$ cat config.mk
export PLATFORM = sky130hd
export DESIGN_NAME = phc_top
export DESIGN_NICKNAME = d
export VERILOG_FILES = /design/src/hw/phc_pkg.sv /design/src/hw/phc_sync.sv /design/src/hw/phc_top.sv
export SDC_FILE = /design/constraint.sdc
export NUM_CORES = 1
export LEC_CHECK = 0
export BUFFER_PORTS_ARGS = -buffer_cell sky130_fd_sc_hd__buf_2
export CORE_UTILIZATION = 45
export CTS_CLUSTER_DIAMETER = 120
export DETAILED_ROUTE_END_ITERATION = 10
export MAX_ROUTING_LAYER = met4
export PLACE_DENSITY = 0.73
export SYNTH_ARGS = -nofsm -noshare
export SYNTH_HDL_FRONTEND = slang
export SYNTH_SLANG_ARGS = --single-unit
export TNS_END_PERCENT = 20
$ cat constraint.sdc
create_clock -name core_clk -period 5.1 [get_ports core_clk]
set_input_delay 0.255 -clock core_clk [delete_from_list [all_inputs] [get_ports core_clk]]
set_output_delay 0.255 -clock core_clk [all_outputs]
set_load 0.02 [all_outputs]
$ cat src/hw/phc_pkg.sv
// Package: register map, modes, pin configuration codes for the handshake port
package phc_pkg;
  localparam int unsigned PHC_WIDTH = 8;
  // Register byte addresses
  localparam logic [7:0] PHC_ADDR_DATA   = 8'h00; // Port data: write=master latch
  localparam logic [7:0] PHC_ADDR_CFG2   = 8'h04;
  localparam logic [7:0] PHC_ADDR_CFG1   = 8'h08;
  localparam logic [7:0] PHC_ADDR_CFG0   = 8'h0c;
  localparam logic [7:0] PHC_ADDR_CTRL   = 8'h10; // Mode bits, bidir enable
  localparam logic [7:0] PHC_ADDR_STATUS = 8'h14; // Ready lines, strobe levels
  localparam logic [7:0] PHC_ADDR_PINS   = 8'h18; // Synchronised, filtered pin image
  // Control field positions
  localparam int unsigned PHC_CTRL_MODE_LO = 0;
  localparam int unsigned PHC_CTRL_MODE_HI = 2;
  localparam int unsigned PHC_CTRL_BIDIR   = 3;
  // Reset values: all bits bidirectional weak pull-up, no handshake
  localparam logic [7:0] PHC_CFG_RESET  = 8'h00;
  localparam logic [3:0] PHC_CTRL_RESET = 4'h0;
  localparam logic [7:0] PHC_DATA_RESET = 8'hff;
  // Number of clock cycles pins may stay undriven after reset release
  localparam int unsigned PHC_RESET_SETTLE = 64;
  // Handshake mode codes {hi, mid, lo}
  localparam logic [2:0] PHC_MODE_IN2  = 3'b101;
  localparam logic [2:0] PHC_MODE_OUT2 = 3'b110;
  localparam logic [2:0] PHC_MODE_IN1  = 3'b001;
  localparam logic [2:0] PHC_MODE_OUT1 = 3'b010;

  typedef enum logic [2:0] {
    PHC_HS_NONE, PHC_HS_IN2, PHC_HS_OUT2, PHC_HS_IN1, PHC_HS_OUT1, PHC_HS_BID
  } phc_hs_t;

  // Handshake ready lines and strobe inputs grouped together
  typedef struct packed {
    logic output_data_valid_line;
    logic input_space_ready_line;
  } phc_ready_t;

  typedef struct packed {
    logic output_taken_strobe;
    logic input_load_strobe;
  } phc_strobe_t;
endpackage

$ cat src/hw/phc_sync.sv
// Three-stage pin synchroniser with agreement filter and rising-edge pulse
`timescale 1ns/1ps
`default_nettype none
module phc_sync
  import phc_pkg::*;
#(
  parameter logic INIT = 1'b1
) (
  input  wire logic core_clk,
  input  wire logic reset,
  input  wire logic clk_en,
  input  wire logic pin_in,
  output logic      level,
  output logic      rise
);
  logic s1;
  logic s2;
  logic s3;

  // First stage feeds only the second; level moves once stages two and three agree
  always_ff @(posedge core_clk or posedge reset) begin
    if (reset) begin
      s1    <= INIT;
      s2    <= INIT;
      s3    <= INIT;
      level <= INIT;
      rise  <= 1'b0;
    end else if (clk_en) begin
      s1   <= pin_in;
      s2   <= s1;
      s3   <= s2;
      rise <= 1'b0;
      if (s2 == s3) begin
        level <= s3;
        rise  <= s3 & ~level;
      end
    end
  end
endmodule
`default_nettype wire

$ cat src/hw/phc_top.sv
// Port handshake controller with APB register slave and pin drive logic
`timescale 1ns/1ps
`default_nettype none
//////////////////////////////////////////////////////////////////////////////
// Function
// - Reset forces all pins weak pull-up bidirectional
// - Memory ports as I/O share same states
// - Two ready outputs, two strobe inputs
// - Strobes also routed to interrupt channels
// - Ready lines held high when idle
// - Input modes touch only input/bidir bits
// - Two-line input: ready on entry, latch
// - Load edge drops ready until port read
// - One-line input: low during port read
// - Output modes touch only output/bidir bits
// - Two-line output: clear on entry, set write
// - Valid stays high until taken edge
// - One-line output: low while latches written
// - Bidir mode turns weak pull-up push-pull
// - Bidir entry: tristate, ready set, valid clear
// - Bidir drives only while taken strobe low
// - Alternate output feeds alternate inputs too
// - Decode three mode bits to modes
module phc_top
  import phc_pkg::*;
#(
  parameter int unsigned WIDTH = PHC_WIDTH
) (
  input  wire logic              core_clk,
  input  wire logic              reset,
  input  wire logic              clk_en,
  input  wire logic [7:0]        paddr,
  input  wire logic              psel,
  input  wire logic              penable,
  input  wire logic              pwrite,
  input  wire logic [31:0]       pwdata,
  output logic      [31:0]       prdata,
  output logic                   pready,
  output logic                   pslverr,
  input  wire logic [WIDTH-1:0]  pin_in,
  output logic      [WIDTH-1:0]  pin_out,
  output logic      [WIDTH-1:0]  pin_oe,
  output logic      [WIDTH-1:0]  pin_pullup,
  input  wire logic [WIDTH-1:0]  af_out,
  output logic      [WIDTH-1:0]  af_in,
  input  wire phc_strobe_t       strobe_pins,
  output phc_ready_t             ready_pins,
  output phc_strobe_t            strobe_irq
);
  if (WIDTH < 1 || WIDTH > 8) begin : g_width_check
    $error("WIDTH must be 1..8");
  end

  //////////////////////////////////////////////////////////////////////////
  // Registers and internal state
  logic [WIDTH-1:0] cfg2;
  logic [WIDTH-1:0] cfg1;
  logic [WIDTH-1:0] cfg0;
  logic [WIDTH-1:0] master_latch;
  logic [WIDTH-1:0] slave_latch;
  logic [WIDTH-1:0] input_latch;
  logic [WIDTH-1:0] pin_sync1;
  logic [WIDTH-1:0] pin_sync2;
  logic [WIDTH-1:0] pin_sync3;
  logic [WIDTH-1:0] pin_stable;
  logic [3:0]       ctrl;
  phc_hs_t          hs_mode;
  phc_hs_t          hs_prev;
  logic             in_ready;
  logic             out_valid;
  logic             bid_drive;
  logic             write_q;
  logic [6:0]       settle_cnt;
  logic             load_level;
  logic             load_rise;
  logic             taken_level;
  logic             taken_rise;
  logic             port_read;
  logic             port_write;
  logic             apb_access;
  logic             mode_entry;

  //////////////////////////////////////////////////////////////////////////
  // Strobe synchronisers
  phc_sync #(.INIT(1'b1)) u_sync_load (
    .core_clk (core_clk),
    .reset    (reset),
    .clk_en   (clk_en),
    .pin_in   (strobe_pins.input_load_strobe),
    .level    (load_level),
    .rise     (load_rise)
  );

  phc_sync #(.INIT(1'b1)) u_sync_taken (
    .core_clk (core_clk),
    .reset    (reset),
    .clk_en   (clk_en),
    .pin_in   (strobe_pins.output_taken_strobe),
    .level    (taken_level),
    .rise     (taken_rise)
  );

  //////////////////////////////////////////////////////////////////////////
  // Mode decode; bidirectional enable takes priority over the three bits
  always_comb begin
    hs_mode = PHC_HS_NONE;
    if (ctrl[PHC_CTRL_BIDIR]) begin
      hs_mode = PHC_HS_BID;
    end else begin
      case (ctrl[PHC_CTRL_MODE_HI:PHC_CTRL_MODE_LO])
        PHC_MODE_IN2:  hs_mode = PHC_HS_IN2;
        PHC_MODE_OUT2: hs_mode = PHC_HS_OUT2;
        PHC_MODE_IN1:  hs_mode = PHC_HS_IN1;
        PHC_MODE_OUT1: hs_mode = PHC_HS_OUT1;
        default:       hs_mode = PHC_HS_NONE;
      endcase
    end
  end

  assign apb_access = psel & penable & ~pready;
  assign port_read  = apb_access & ~pwrite & (paddr == PHC_ADDR_DATA);
  assign port_write = apb_access & pwrite & (paddr == PHC_ADDR_DATA);
  assign mode_entry = (hs_mode != hs_prev);

  //////////////////////////////////////////////////////////////////////////
  // APB slave: one wait state, pready pulses on the second access cycle
  always_ff @(posedge core_clk or posedge reset) begin
    if (reset) begin
      pready  <= 1'b0;
      pslverr <= 1'b0;
      prdata  <= 32'h0000_0000;
    end else if (clk_en) begin
      pready  <= apb_access;
      pslverr <= 1'b0;
      if (apb_access) begin
        pslverr <= (paddr > PHC_ADDR_PINS) | (paddr[1:0] != 2'b00);
        prdata  <= 32'h0000_0000;
        if (!pwrite) begin
          case (paddr)
            PHC_ADDR_DATA:   prdata[WIDTH-1:0] <= input_latch;
            PHC_ADDR_CFG2:   prdata[WIDTH-1:0] <= cfg2;
            PHC_ADDR_CFG1:   prdata[WIDTH-1:0] <= cfg1;
            PHC_ADDR_CFG0:   prdata[WIDTH-1:0] <= cfg0;
            PHC_ADDR_CTRL:   prdata[3:0] <= ctrl;
            PHC_ADDR_STATUS: prdata[3:0] <= {taken_level, load_level,
                                             out_valid, in_ready};
            PHC_ADDR_PINS:   prdata[WIDTH-1:0] <= pin_stable;
            default:         prdata <= 32'h0000_0000;
          endcase
        end
      end
    end
  end

  // Configuration writes; reset puts every bit in weak pull-up bidir
  always_ff @(posedge core_clk or posedge reset) begin
    if (reset) begin
      cfg2 <= WIDTH'(PHC_CFG_RESET);
      cfg1 <= WIDTH'(PHC_CFG_RESET);
      cfg0 <= WIDTH'(PHC_CFG_RESET);
      ctrl <= PHC_CTRL_RESET;
      master_latch <= WIDTH'(PHC_DATA_RESET);
    end else if (clk_en && apb_access && pwrite) begin
      case (paddr)
        PHC_ADDR_DATA: master_latch <= pwdata[WIDTH-1:0];
        PHC_ADDR_CFG2: cfg2 <= pwdata[WIDTH-1:0];
        PHC_ADDR_CFG1: cfg1 <= pwdata[WIDTH-1:0];
        PHC_ADDR_CFG0: cfg0 <= pwdata[WIDTH-1:0];
        PHC_ADDR_CTRL: ctrl <= pwdata[3:0];
        default: ;
      endcase
    end
  end

  //////////////////////////////////////////////////////////////////////////
  // Pin data synchroniser; first stage read only by the second
  always_ff @(posedge core_clk or posedge reset) begin
    if (reset) begin
      pin_sync1  <= '1;
      pin_sync2  <= '1;
      pin_sync3  <= '1;
      pin_stable <= '1;
    end else if (clk_en) begin
      pin_sync1 <= pin_in;
      pin_sync2 <= pin_sync1;
      pin_sync3 <= pin_sync2;
      for (int i = 0; i < WIDTH; i++) begin
        if (pin_sync2[i] == pin_sync3[i]) pin_stable[i] <= pin_sync3[i];
      end
    end
  end

  // Settle counter: pins stay undriven right after reset release
  always_ff @(posedge core_clk or posedge reset) begin
    if (reset) begin
      settle_cnt <= 7'h00;
    end else if (clk_en && settle_cnt < 7'(PHC_RESET_SETTLE)) begin
      settle_cnt <= settle_cnt + 7'h01;
    end
  end

  //////////////////////////////////////////////////////////////////////////
  // Mode tracking for entry detection
  always_ff @(posedge core_clk or posedge reset) begin
    if (reset) begin
      hs_prev <= PHC_HS_NONE;
    end else if (clk_en) begin
      hs_prev <= hs_mode;
    end
  end

  // Input-space-ready line; a load edge in the read cycle wins over the read only while ready is high
  always_ff @(posedge core_clk or posedge reset) begin
    if (reset) begin
      in_ready <= 1'b1;
    end else if (clk_en) begin
      case (hs_mode)
        PHC_HS_IN2, PHC_HS_BID: begin
          if (mode_entry) in_ready <= 1'b1;
          else if (load_rise && in_ready) in_ready <= 1'b0;
          else if (port_read) in_ready <= 1'b1;
        end
        PHC_HS_IN1: in_ready <= ~port_read;
        default:    in_ready <= 1'b1;
      endcase
    end
  end

  // Output-data-valid line and bidirectional output window
  always_ff @(posedge core_clk or posedge reset) begin
    if (reset) begin
      out_valid <= 1'b1;
      bid_drive <= 1'b0;
      write_q   <= 1'b0;
    end else if (clk_en) begin
      bid_drive <= 1'b0;
      // Set with the master latch load, so valid rises with the slave latch and never leads the pin data
      write_q   <= port_write;
      case (hs_mode)
        PHC_HS_OUT2, PHC_HS_BID: begin
          if (mode_entry) out_valid <= 1'b0;
          else if (write_q) out_valid <= 1'b1;
          else if (taken_rise) out_valid <= 1'b0;
          if (hs_mode == PHC_HS_BID)
            bid_drive <= ~taken_level & ~mode_entry;
        end
        PHC_HS_OUT1: out_valid <= ~write_q;
        default:     out_valid <= 1'b1;
      endcase
    end
  end

  //////////////////////////////////////////////////////////////////////////
  // Input latch: per-bit; input or bidir bits follow the handshake, others load master or pin
  always_ff @(posedge core_clk or posedge reset) begin
    if (reset) begin
      input_latch <= '1;
    end else if (clk_en) begin
      for (int i = 0; i < WIDTH; i++) begin
        // Input or bidir bits: cfg1 low; output bits mirror the master
        if (!cfg1[i]) begin
          case (hs_mode)
            PHC_HS_IN2, PHC_HS_BID: begin
              // Sample while strobe low, freeze once latched
              if (in_ready && !load_level) input_latch[i] <= pin_stable[i];
            end
            PHC_HS_IN1: begin
              if (!port_read) input_latch[i] <= pin_stable[i];
            end
            default: input_latch[i] <= pin_stable[i];
          endcase
        end else if (!cfg0[i]) begin
          input_latch[i] <= master_latch[i];
        end else begin
          input_latch[i] <= pin_stable[i]; // Alternate function: read pin
        end
      end
    end
  end

  // Slave latch: handshake modes copy only output or bidir bits
  always_ff @(posedge core_clk or posedge reset) begin
    if (reset) begin
      slave_latch <= '1;
    end else if (clk_en) begin
      for (int i = 0; i < WIDTH; i++) begin
        if (!cfg0[i]) slave_latch[i] <= master_latch[i];
      end
    end
  end

  //////////////////////////////////////////////////////////////////////////
  // Pin drivers; cfg {2,1,0}: x00 bid, x10 out, x01 in, x11 alt func
  always_ff @(posedge core_clk or posedge reset) begin
    if (reset) begin
      pin_out    <= '1;
      pin_oe     <= '0;
      pin_pullup <= '1;
    end else if (clk_en) begin
      for (int i = 0; i < WIDTH; i++) begin
        pin_out[i]    <= 1'b1;
        pin_oe[i]     <= 1'b0;
        pin_pullup[i] <= 1'b0;
        if (settle_cnt < 7'(PHC_RESET_SETTLE)) begin
          pin_pullup[i] <= 1'b1;
        end else begin
          case ({cfg1[i], cfg0[i]})
            2'b00: begin
              pin_out[i] <= slave_latch[i];
              if (hs_mode == PHC_HS_BID) begin
                // Weak pull-up becomes push-pull; open drain kept
                if (!cfg2[i]) pin_oe[i] <= bid_drive;
                else pin_oe[i] <= bid_drive & ~slave_latch[i];
              end else if (!cfg2[i]) begin
                pin_pullup[i] <= slave_latch[i];
                pin_oe[i]     <= ~slave_latch[i];
              end else begin
                pin_oe[i] <= ~slave_latch[i];
              end
            end
            2'b10: begin
              pin_out[i] <= slave_latch[i];
              pin_oe[i]  <= cfg2[i] ? ~slave_latch[i] : 1'b1;
            end
            2'b11: begin
              pin_out[i] <= af_out[i];
              pin_oe[i]  <= cfg2[i] ? ~af_out[i] : 1'b1;
            end
            default: ;
          endcase
        end
      end
    end
  end

  // Alternate inputs see the pin, or the alternate output driving it
  always_ff @(posedge core_clk or posedge reset) begin
    if (reset) begin
      af_in <= '1;
    end else if (clk_en) begin
      for (int i = 0; i < WIDTH; i++) begin
        af_in[i] <= (cfg1[i] & cfg0[i]) ? af_out[i] : pin_stable[i];
      end
    end
  end

  //////////////////////////////////////////////////////////////////////////
  // Ready lines, idle high so shared alternate outputs can AND onto the pin
  always_ff @(posedge core_clk or posedge reset) begin
    if (reset) begin
      ready_pins <= '1;
      strobe_irq <= '1; // Idle strobe level, so no false edge on release
    end else if (clk_en) begin
      ready_pins.input_space_ready_line <= in_ready;
      ready_pins.output_data_valid_line <= out_valid;
      // Synchronised levels go to the external interrupt channels
      strobe_irq.input_load_strobe   <= load_level;
      strobe_irq.output_taken_strobe <= taken_level;
    end
  end
endmodule
`default_nettype wire
==> results of run 1 <==
-- cells in the mapped netlist, types with 2 or more instances --
cell	number	area share
sky130_fd_sc_hd__and2_1	2	0.0017
sky130_fd_sc_hd__inv_1	16	0.0080
sky130_fd_sc_hd__mux2_2	85	0.13
sky130_fd_sc_hd__nand2b_1	10	0.0083
sky130_fd_sc_hd__a21oi_1	47	0.031
sky130_fd_sc_hd__nor2_1	57	0.028
sky130_fd_sc_hd__nand4_2	2	0.0033
sky130_fd_sc_hd__a31oi_1	18	0.015
sky130_fd_sc_hd__buf_1	3	0.0015
sky130_fd_sc_hd__a21o_1	3	0.0030
sky130_fd_sc_hd__a211oi_1	2	0.0020
sky130_fd_sc_hd__nand4_1	3	0.0025
sky130_fd_sc_hd__mux4_2	4	0.012
sky130_fd_sc_hd__o2111ai_1	4	0.0047
sky130_fd_sc_hd__dfrtp_1	60	0.20
sky130_fd_sc_hd__buf_4	25	0.025
sky130_fd_sc_hd__o211ai_1	4	0.0040
sky130_fd_sc_hd__and4b_1	2	0.0027
sky130_fd_sc_hd__clkbuf_1	33	0.016
sky130_fd_sc_hd__xnor2_1	4	0.0047
sky130_fd_sc_hd__xor2_1	3	0.0035
sky130_fd_sc_hd__nand3b_1	8	0.0080
sky130_fd_sc_hd__mux2i_1	21	0.028
sky130_fd_sc_hd__and3_1	2	0.0017
sky130_fd_sc_hd__nor2b_1	4	0.0033
sky130_fd_sc_hd__o22ai_1	10	0.0083
sky130_fd_sc_hd__buf_2	5	0.0033
sky130_fd_sc_hd__nand2_1	57	0.028
sky130_fd_sc_hd__nand3_1	15	0.010
sky130_fd_sc_hd__dfstp_2	94	0.33
sky130_fd_sc_hd__o21ai_0	73	0.049
-- stage by stage --
stage | hold slack, ns | setup slack (ns) | cell area, µm² | total power [mW] | util
floorplan | 0.4055 | 0.8508 | 7595 | 2.134 | -
global placement | 0.4666 | 2.364 | 7969 | 2.320 | 0.4963
detailed placement | 0.4690 | 2.379 | 7969 | 2.346 | 0.4963
CTS | 0.04606 | 2.424 | 8577 | 3.650 | 0.5341
global route | 0.04877 | 2.271 | 8584 | 3.790 | 0.5346
finish | 0.05949 | 2.429 | 8584 | 3.618 | 0.5346
-- registers in the layout, indices dropped and copies added (netlist names), 4 cells and up --
name and cells:
af_in 8, cfg0 8, cfg1 8, cfg2 8, input_latch 8, master_latch 8
pin_oe 8, pin_out 8, pin_pullup 8, pin_stable 8, pin_sync1 8, pin_sync2 8
pin_sync3 8, prdata 8, slave_latch 8, settle_cnt 7, ctrl 4
-- cell families (layout without fill, tap and decap cells) --
kind of cell	Yosys count	in the layout
AND/OR/NAND/NOR	172	172
XOR/XNOR	7	7
AO/OA/AOI/OAI	170	170
other	1	27
adder cells (fa/ha/maj)	1	1
flip-flops	154	154
multiplexers	110	110
buffers and inverters	83	137
-- final cells by class --
cell class              instances  area (µm²)  area share
clock buffers                  25       495.5     0.05772
clock inverters                 7       112.6     0.01312
multi-input cells             484        3204      0.3733
well taps                     216       270.3     0.03148
repair buffers                 89       457.9     0.05334
inverters                      16       65.06    0.007579
diodes                          3       7.507   0.0008745
flip-flops and latches        154        3971      0.4626
-- cells in the final DEF (no fill, tap or decap), types with 18 or more instances in the layout --
| cell type | Yosys | layout |
|---|---|---|
| sky130_fd_sc_hd__a21oi_1 | 47 | 47 |
| sky130_fd_sc_hd__a31oi_1 | 18 | 18 |
| sky130_fd_sc_hd__nand2_1 | 57 | 57 |
| sky130_fd_sc_hd__conb_1 | 1 | 24 |
| sky130_fd_sc_hd__mux2_2 | 85 | 85 |
| sky130_fd_sc_hd__nor2_1 | 57 | 57 |
| sky130_fd_sc_hd__mux2i_1 | 21 | 21 |
| sky130_fd_sc_hd__buf_2 | 5 | 84 |
| sky130_fd_sc_hd__dfrtp_1 | 60 | 60 |
| sky130_fd_sc_hd__dfstp_2 | 94 | 94 |
| sky130_fd_sc_hd__o21ai_0 | 73 | 73 |
-- worst min path at each step --
| stage | from | end | slack (ns) | cells past startpoint |
|---|---|---|---|---|
| 4_1_cts | pin_in[6] | pin_sync1[6] | 0.05 | 2 |
| 2_1_floorplan | pwdata[0] | ctrl[0] | 0.41 | 1 |
| 3_5_place_dp | pin_sync3[6] | pin_sync3[6] | 0.47 | 2 |
| 3_3_place_gp | pin_sync3[5] | pin_sync3[5] | 0.47 | 2 |
| 6_report | pin_in[5] | pin_sync1[5] | 0.06 | 2 |
| 5_1_grt | pin_in[5] | pin_sync1[5] | 0.05 | 2 |
-- power groups by stage --
| stage | registers [mW] | logic (mW) | clock network [mW] |
|---|---|---|---|
| 2_1_floorplan | 1.76 | 0.378 | 0 |
| 3_3_place_gp | 1.70 | 0.618 | 0 |
| 3_5_place_dp | 1.71 | 0.634 | 0 |
| 4_1_cts | 1.69 | 0.637 | 1.32 |
| 5_1_grt | 1.73 | 0.693 | 1.37 |
| 6_report | 1.70 | 0.628 | 1.29 |
-- layer usage --
metal,vias up,wire length (µm)
met4,0,280
met3,21,885
li1,2573,-
met2,155,7889
met1,2625,7783
met5,-,0
==> results.md, run 1 <==
- Run status: completed
- Initial drt markers: around 420
- Critical Setup Path Class: flop to flop
- Post-CTS Repair Setup Buffers: 0
- Total instance count after detailed placement: ~960
- Layer with the highest usage after global routing: met2
- Setup repair after global routing missed its margin: no
- Post-Synth Simple-Gate Area: 0.1101
- DRC violation count after routing: 0
- Worst path top cell family by delay: compound AO/OA/AOI/OAI gates
- Number of warnings issued by yosys: 0
- PD cells: roughly 420 nW/µm²
- M2 GR Usage: 0.3206
- Maximum root-to-sink buffer count: 2
- Share of total power in combinational logic: 0.174
- Average size of a mapped cell: between 10 and 15 µm²
- Rows: 46
- Final #Nets: between 800 and 900
- Slew at the pin closest to its max-slew limit: ~1.1 ns
- Number of antenna violations at the first check in global routing: 3
- Per-cell routed wire length: 16.94 µm
- Clock latency at the later pin of the worst-skew pair: 0.43 ns
- Buffers plus inverters on the worst setup path: 1
- Seq pwr share: 0.469
- Total number of vias: 5374
- Setup TNS: 0 ns
- Post-CTS sizing: 0
- Die X-Extent: between 100 and 150 µm
- Fraction of the mapped netlist area in compound gates: 0.1273
- Number of enable flip-flop cells after synthesis: 0
- Std-Cell Core Area: 16060 µm²
- Static Leak: roughly 3.8 nW
- Reg-to-Reg Start: ctrl[3]
- Crit path max fanout: 20
- Vertical die dimension: roughly 130 µm
- MaxCap Viol Count: 0
- Post-synthesis sequential element count: between 150 and 200
- Hold buffer count at cts: 0
- Top achievable clock speed: ~0.37 GHz
- Origin of the worst setup path: ctrl[3]
- Dominant combinational cell family by area after synthesis: multiplexers
- Reg-to-reg slack, setup: 2.43 ns
- Mux contribution to synthesized area: 0.1675
- Sinks on the clock net: 154
- Depth of the worst register-to-register path: 5
- Post-synthesis share of cell area spent on xor and xnor gates: 0.008165
- Fin Clk Skew: between 0.01 and 0.015 ns
- Dpl hpwl: around 11 mm
- Level count of the clock H-tree: 4
- Critical path depth in cells: 5
- Endpoint of the worst-slack reg-to-reg timing path: out_valid
- Sequential cell area fraction in the yosys report: 0.5289
- Share of layout cells above drive strength 1: 0.3948
- Cell area after technology mapping: around 7500 µm²
- Filler Cells Inserted: 1410
- Setup Viol. Count Final: 0
- Final min period: approximately 2.7 ns
- Global Route met1 Usage: 0.2687
- Largest net degree at the start of global routing: 112
- Length of the first detailed-routing pass in iterations: 4
- Overflow after GRT: 0
- Final cell count without fillers: 994
- WP data required: 5.46 ns
- Critical-path cell with the highest stage delay: sky130_fd_sc_hd__dfrtp_1
- Initial cell density of the core: 0.4676
- Clock tree from TritonCTS: built
- Unique masters post-synth: 53
- Number of global-route vias before repair: between 5000 and 6000
- Root cell of the clock tree: sky130_fd_sc_hd__clkbuf_16
- Ordered list of cells on the worst path: inv_1 > a31oi_1 > xnor2_1 > a2111oi_0 > a221o_1
- Part of the total power dissipated in the clock network: 0.357
- Via-to-Cell Ratio: roughly 5.4
- Worst hold path class: input pin to flop
- Worst endpoint data arrival time: slightly above 3 ns
- Global-route wire length before repair: approximately 27 mm
- Worst Setup EP: out_valid
- Global placer's final weighted congestion: ~0.83
- Share of the cycle needed by the critical path after routing: 0.5237
- Switching Fraction: 0.2765
- Port Buffers: 85
- Element type at the critical path start: flop
- Pins Over Slew Limit: 0
- Ys async rst share: 1.000
- Number of buffers created by CTS: 17
- Met3 capacity usage during global routing: 0.05517
- Final Hold Vio Count: 0
- Clk slew on worst S/H paths: 0.06 ns
- Slowest Stage Delay on Critical Path: 0.87 ns
- Internal power of the cells: approximately 2.6 mW
- Critical path endpoint category: flop
- Final wirelength: approximately 17 mm
- Adder and majority cell fraction of the synthesized area: 0.001666
- Final antenna-violating net count: 0
- Ports: roughly 130
- Post-synthesis cell count: between 600 and 700
- Layout-stage area growth over the synthesis result: 14.33%
- Worst ir drop on vdd: roughly 0.24 mV
- Top_reg_cell synth: sky130_fd_sc_hd__dfstp_2
- Area of the die: 17210 µm²
- Gr usage total: 0.2098
- Rel. slew slack: 0.2376
- Reported net switching power: approximately 1 mW
Note: power is estimated with default switching activity, not from simulation.
==> run 2, diff against run 1 <==
Settings changed: ABC_AREA from default to 1, PLACE_DENSITY 0.73 to 0.75.
Clock period 5.1 ns to 2.4 ns, I/O delays scaled along.
==> results.md, run 2 <==
- Run status: completed
- WP data required: 2.77 ns (-2.69 ns)
- Post-synthesis cell count: 958 (+37%)
- Most frequent cells in the layout: sky130_fd_sc_hd__nand2_1, sky130_fd_sc_hd__o21ai_0, sky130_fd_sc_hd__dfstp_2
- MaxCap Viol Count: 0 (unchanged)
- Global-route wire length before repair: 31.42 mm (+15%)
- Gr usage total: 0.2400 (+0.03012)
- Crit path max fanout: 11 (-45%)
- Final WS setup: 0.6135 ns (-1.816 ns)
- Share of layout cells above drive strength 1: 0.2279 (-0.1670)
- Routed metal-1 wire length: 8.338 mm (+7.1%)
- Clock latency at the later pin of the worst-skew pair: 0.44 ns (about the same)
- Global placer's final weighted congestion: 0.9326 (+13%)
- Number of buffers created by CTS: 17 (unchanged)
- Ys async rst share: 1.000 (unchanged)
- Total number of vias: 6779 (+26%)
- Setup repair after global routing missed its margin: no
- Filler Cells Inserted: 1559 (+11%)
- Setup Viol. Count Final: 0 (unchanged)
- PD cells: 719.9 nW/µm² (+71%)
- Final cell count without fillers: 1304 (+31%)
- Initial drt markers: 535 (+27%)
- Worst hold path class: input pin to flop
- Total power draw: 6.531 mW (+81%)
- Unique masters post-synth: 39 (-26%)
- Final Hold Vio Count: 0 (unchanged)
- Most common library cell in the layout ignoring fill and taps: sky130_fd_sc_hd__nand2_1
- Overflow after GRT: 0 (unchanged)
- Number of antenna violations at the first check in global routing: 0 (-3)
- Top layer in use: met4
- Root cell of the clock tree: sky130_fd_sc_hd__clkbuf_16
- Diodes inserted: 0 (-3)
- Element type at the critical path start: flop
- Length of the first detailed-routing pass in iterations: 6 (+2)
- Most common cell in the netlist: sky130_fd_sc_hd__nand2_1
- Setup TNS: 0 ns (unchanged)
- Dpl hpwl: 13.23 mm (+23%)
- Static Leak: 4.361 nW (+16%)
- Met3 wire len: 1.526 mm (+72%)
- Fraction of post-synthesis cell area in the top cell type by area: 0.3229 (-0.006027)
- Std-Cell Core Area: 16580 µm² (+3.3%)
- Share of the cycle needed by the critical path after routing: 0.7444 (+0.2207)
- Critical Setup Path Class: flop to flop
- Largest net degree at the start of global routing: 110 (-1.8%)
- Via-to-Cell Ratio: 5.199 (-3.8%)
- Post-synthesis sequential element count: 154 (unchanged)
- Area of the die: 17520 µm² (+1.8%)
- Port Buffers: 85 (unchanged)
- Clk slew on worst S/H paths: 0.06 ns (about the same)
- Per-cell routed wire length: 14.88 µm (-12%)
- Finished Cell Area: 9072 µm² (+5.7%)
- Most numerous cell types in the synthesized netlist: sky130_fd_sc_hd__nand2_1, sky130_fd_sc_hd__o21ai_0, sky130_fd_sc_hd__dfstp_2, sky130_fd_sc_hd__inv_1, sky130_fd_sc_hd__dfrtp_1
- Final antenna-violating net count: 0 (unchanged)
- Placement-stage cell area: 8252 µm² (+3.5%)
- Number of global-route vias before repair: 6124 (+21%)
- Total instance count after detailed placement: 1248 (+30%)
- Final #Nets: 1136 (+37%)
- DRC violation count after routing: 0 (unchanged)
- Level count of the clock H-tree: 4 (unchanged)
- Worst hold slack: 0.01358 ns (-0.04591 ns)
- Maximum root-to-sink buffer count: 2 (unchanged)
- Critical path endpoint category: flop
- Ranking of synthesized cells by area: sky130_fd_sc_hd__dfstp_2, sky130_fd_sc_hd__dfrtp_1, sky130_fd_sc_hd__nand2_1
- Worst Hold Depth: 3 (+1)
- Worst ir drop on vdd: 0.4639 mV (+92%)
- Sinks on the clock net: 154 (unchanged)
- Layout-stage area growth over the synthesis result: 18.62%
- Top achievable clock speed: 0.5598 GHz (+49%)
- Clock tree from TritonCTS: built
- Depth of the worst register-to-register path: 11 (+6)
- Number of enable flip-flop cells after synthesis: 0 (unchanged)
- Met2 layer wire length in the routed design: 8.789 mm (+11%)
- Sequential cell area fraction in the yosys report: 0.5192 (-0.009691)
- Final wirelength: 19.41 mm (+15%)
- Vertical die dimension: 132.4 µm (+0.91%)
- Rel. slew slack: 0.6074 (+0.3698)
- Top_reg_cell synth: sky130_fd_sc_hd__dfstp_2
- Cell area after technology mapping: 7649 µm² (+1.9%)
- Number of warnings issued by yosys: 0 (unchanged)
- Ports: 134 (unchanged)
- Worst endpoint data arrival time: 2.16 ns (-0.87 ns)
- Slew at the pin closest to its max-slew limit: 0.5889 ns (-0.5523 ns)
- Die X-Extent: 132.4 µm (+0.91%)
- Largest area contributor in the netlist: sky130_fd_sc_hd__dfstp_2
- Rows: 47 (+2.2%)
- Final min period: 1.787 ns (-0.8843 ns)
- Fin util: 0.5471 (+0.01248)
- Place WS: 0.6348 ns (-1.744 ns)
- Fin Clk Skew: 0.009180 ns (-0.0008382 ns)
- Pins Over Slew Limit: 0 (unchanged)
- Initial cell density of the core: 0.4612 (-0.006367)
- Average size of a mapped cell: 7.984 µm² (-26%)
==> run 2: changes by cell type after synthesis, sizes merged, moves of 18 or more <==
cell / previous run / this run
mux2i: 21 / 0
nand2: 57 / 318
nand3: 15 / 50
clkbuf: 33 / 15
mux2: 85 / 0
o21ai: 73 / 112
inv: 16 / 96
==> run 2: path summary, 6_finish.rpt <==
check                        startpoint         endpoint  slack (ns)
hold / removal                pwdata[2]  master_latch[2]        0.01
max in group asynchronous         reset          cfg0[2]        1.26
hold reg to reg            pin_sync3[4]     pin_sync3[4]        0.46
setup / recovery                ctrl[3]         in_ready        0.61
setup reg to reg                ctrl[3]         in_ready        0.61
min in group asynchronous         reset     pin_sync1[3]        0.52
==> run 2: kinds of logic (layout without fill, tap and decap cells) <==
family,Yosys count,in the layout,synth area share
AO/OA/AOI/OAI,198,198,0.1397
XOR/XNOR,5,5,0.005725
adder cells (fa/ha/maj),1,1,0.001636
buffers and inverters,150,253,0.08883
flip-flops,154,154,0.5192
other,1,24,0.0004903
AND/OR/NAND/NOR,449,449,0.2444
==> run 2: cell type report <==
class | count | area [µm²] | share of cell area
multi-input cells | 677 | 3084 | 0.3400
inverters | 97 | 367.9 | 0.04055
clock inverters | 10 | 116.4 | 0.01283
well taps | 220 | 275.3 | 0.03034
clock buffers | 22 | 464.2 | 0.05117
repair buffers | 124 | 793.3 | 0.08744
flip-flops and latches | 154 | 3971 | 0.4377
==> run 2: where the power goes <==
group          total [mW]  internal [mW]  switching, mW
clock network        2.65           1.58           1.07
logic               0.748          0.262          0.486
registers            3.13           2.95          0.182
total                6.53           4.80           1.73
==> run 2: worst max-delay path: stages (launching register included) <==
cell and delay, ns:
sky130_fd_sc_hd__dfrtp_1 0.37, sky130_fd_sc_hd__inv_1 0.33, sky130_fd_sc_hd__buf_4 0.24, sky130_fd_sc_hd__nand2_1 0.08
sky130_fd_sc_hd__nand2_1 0.06, sky130_fd_sc_hd__nand2_1 0.05, sky130_fd_sc_hd__nor2_1 0.23, sky130_fd_sc_hd__nand3_1 0.13
sky130_fd_sc_hd__nand2_1 0.10, sky130_fd_sc_hd__inv_1 0.04, sky130_fd_sc_hd__nand2_1 0.05, sky130_fd_sc_hd__nand2_1 0.04
==> run 2: repair_timing <==
item / CTS / global route
hold buffers: 24 / 0
endpoints found under the setup margin: 0 / 0
setup buffers: 0 / 0
endpoints found under the hold margin: 44 / 0
resized for setup: 0 / 0
==> run 2: metal layers <==
metal / track usage / vias up
met5: - / -
met4: 0.1175 / 0
met3: 0.05690 / 59
met2: 0.3523 / 282
met1: 0.3111 / 3157
li1: - / 3281
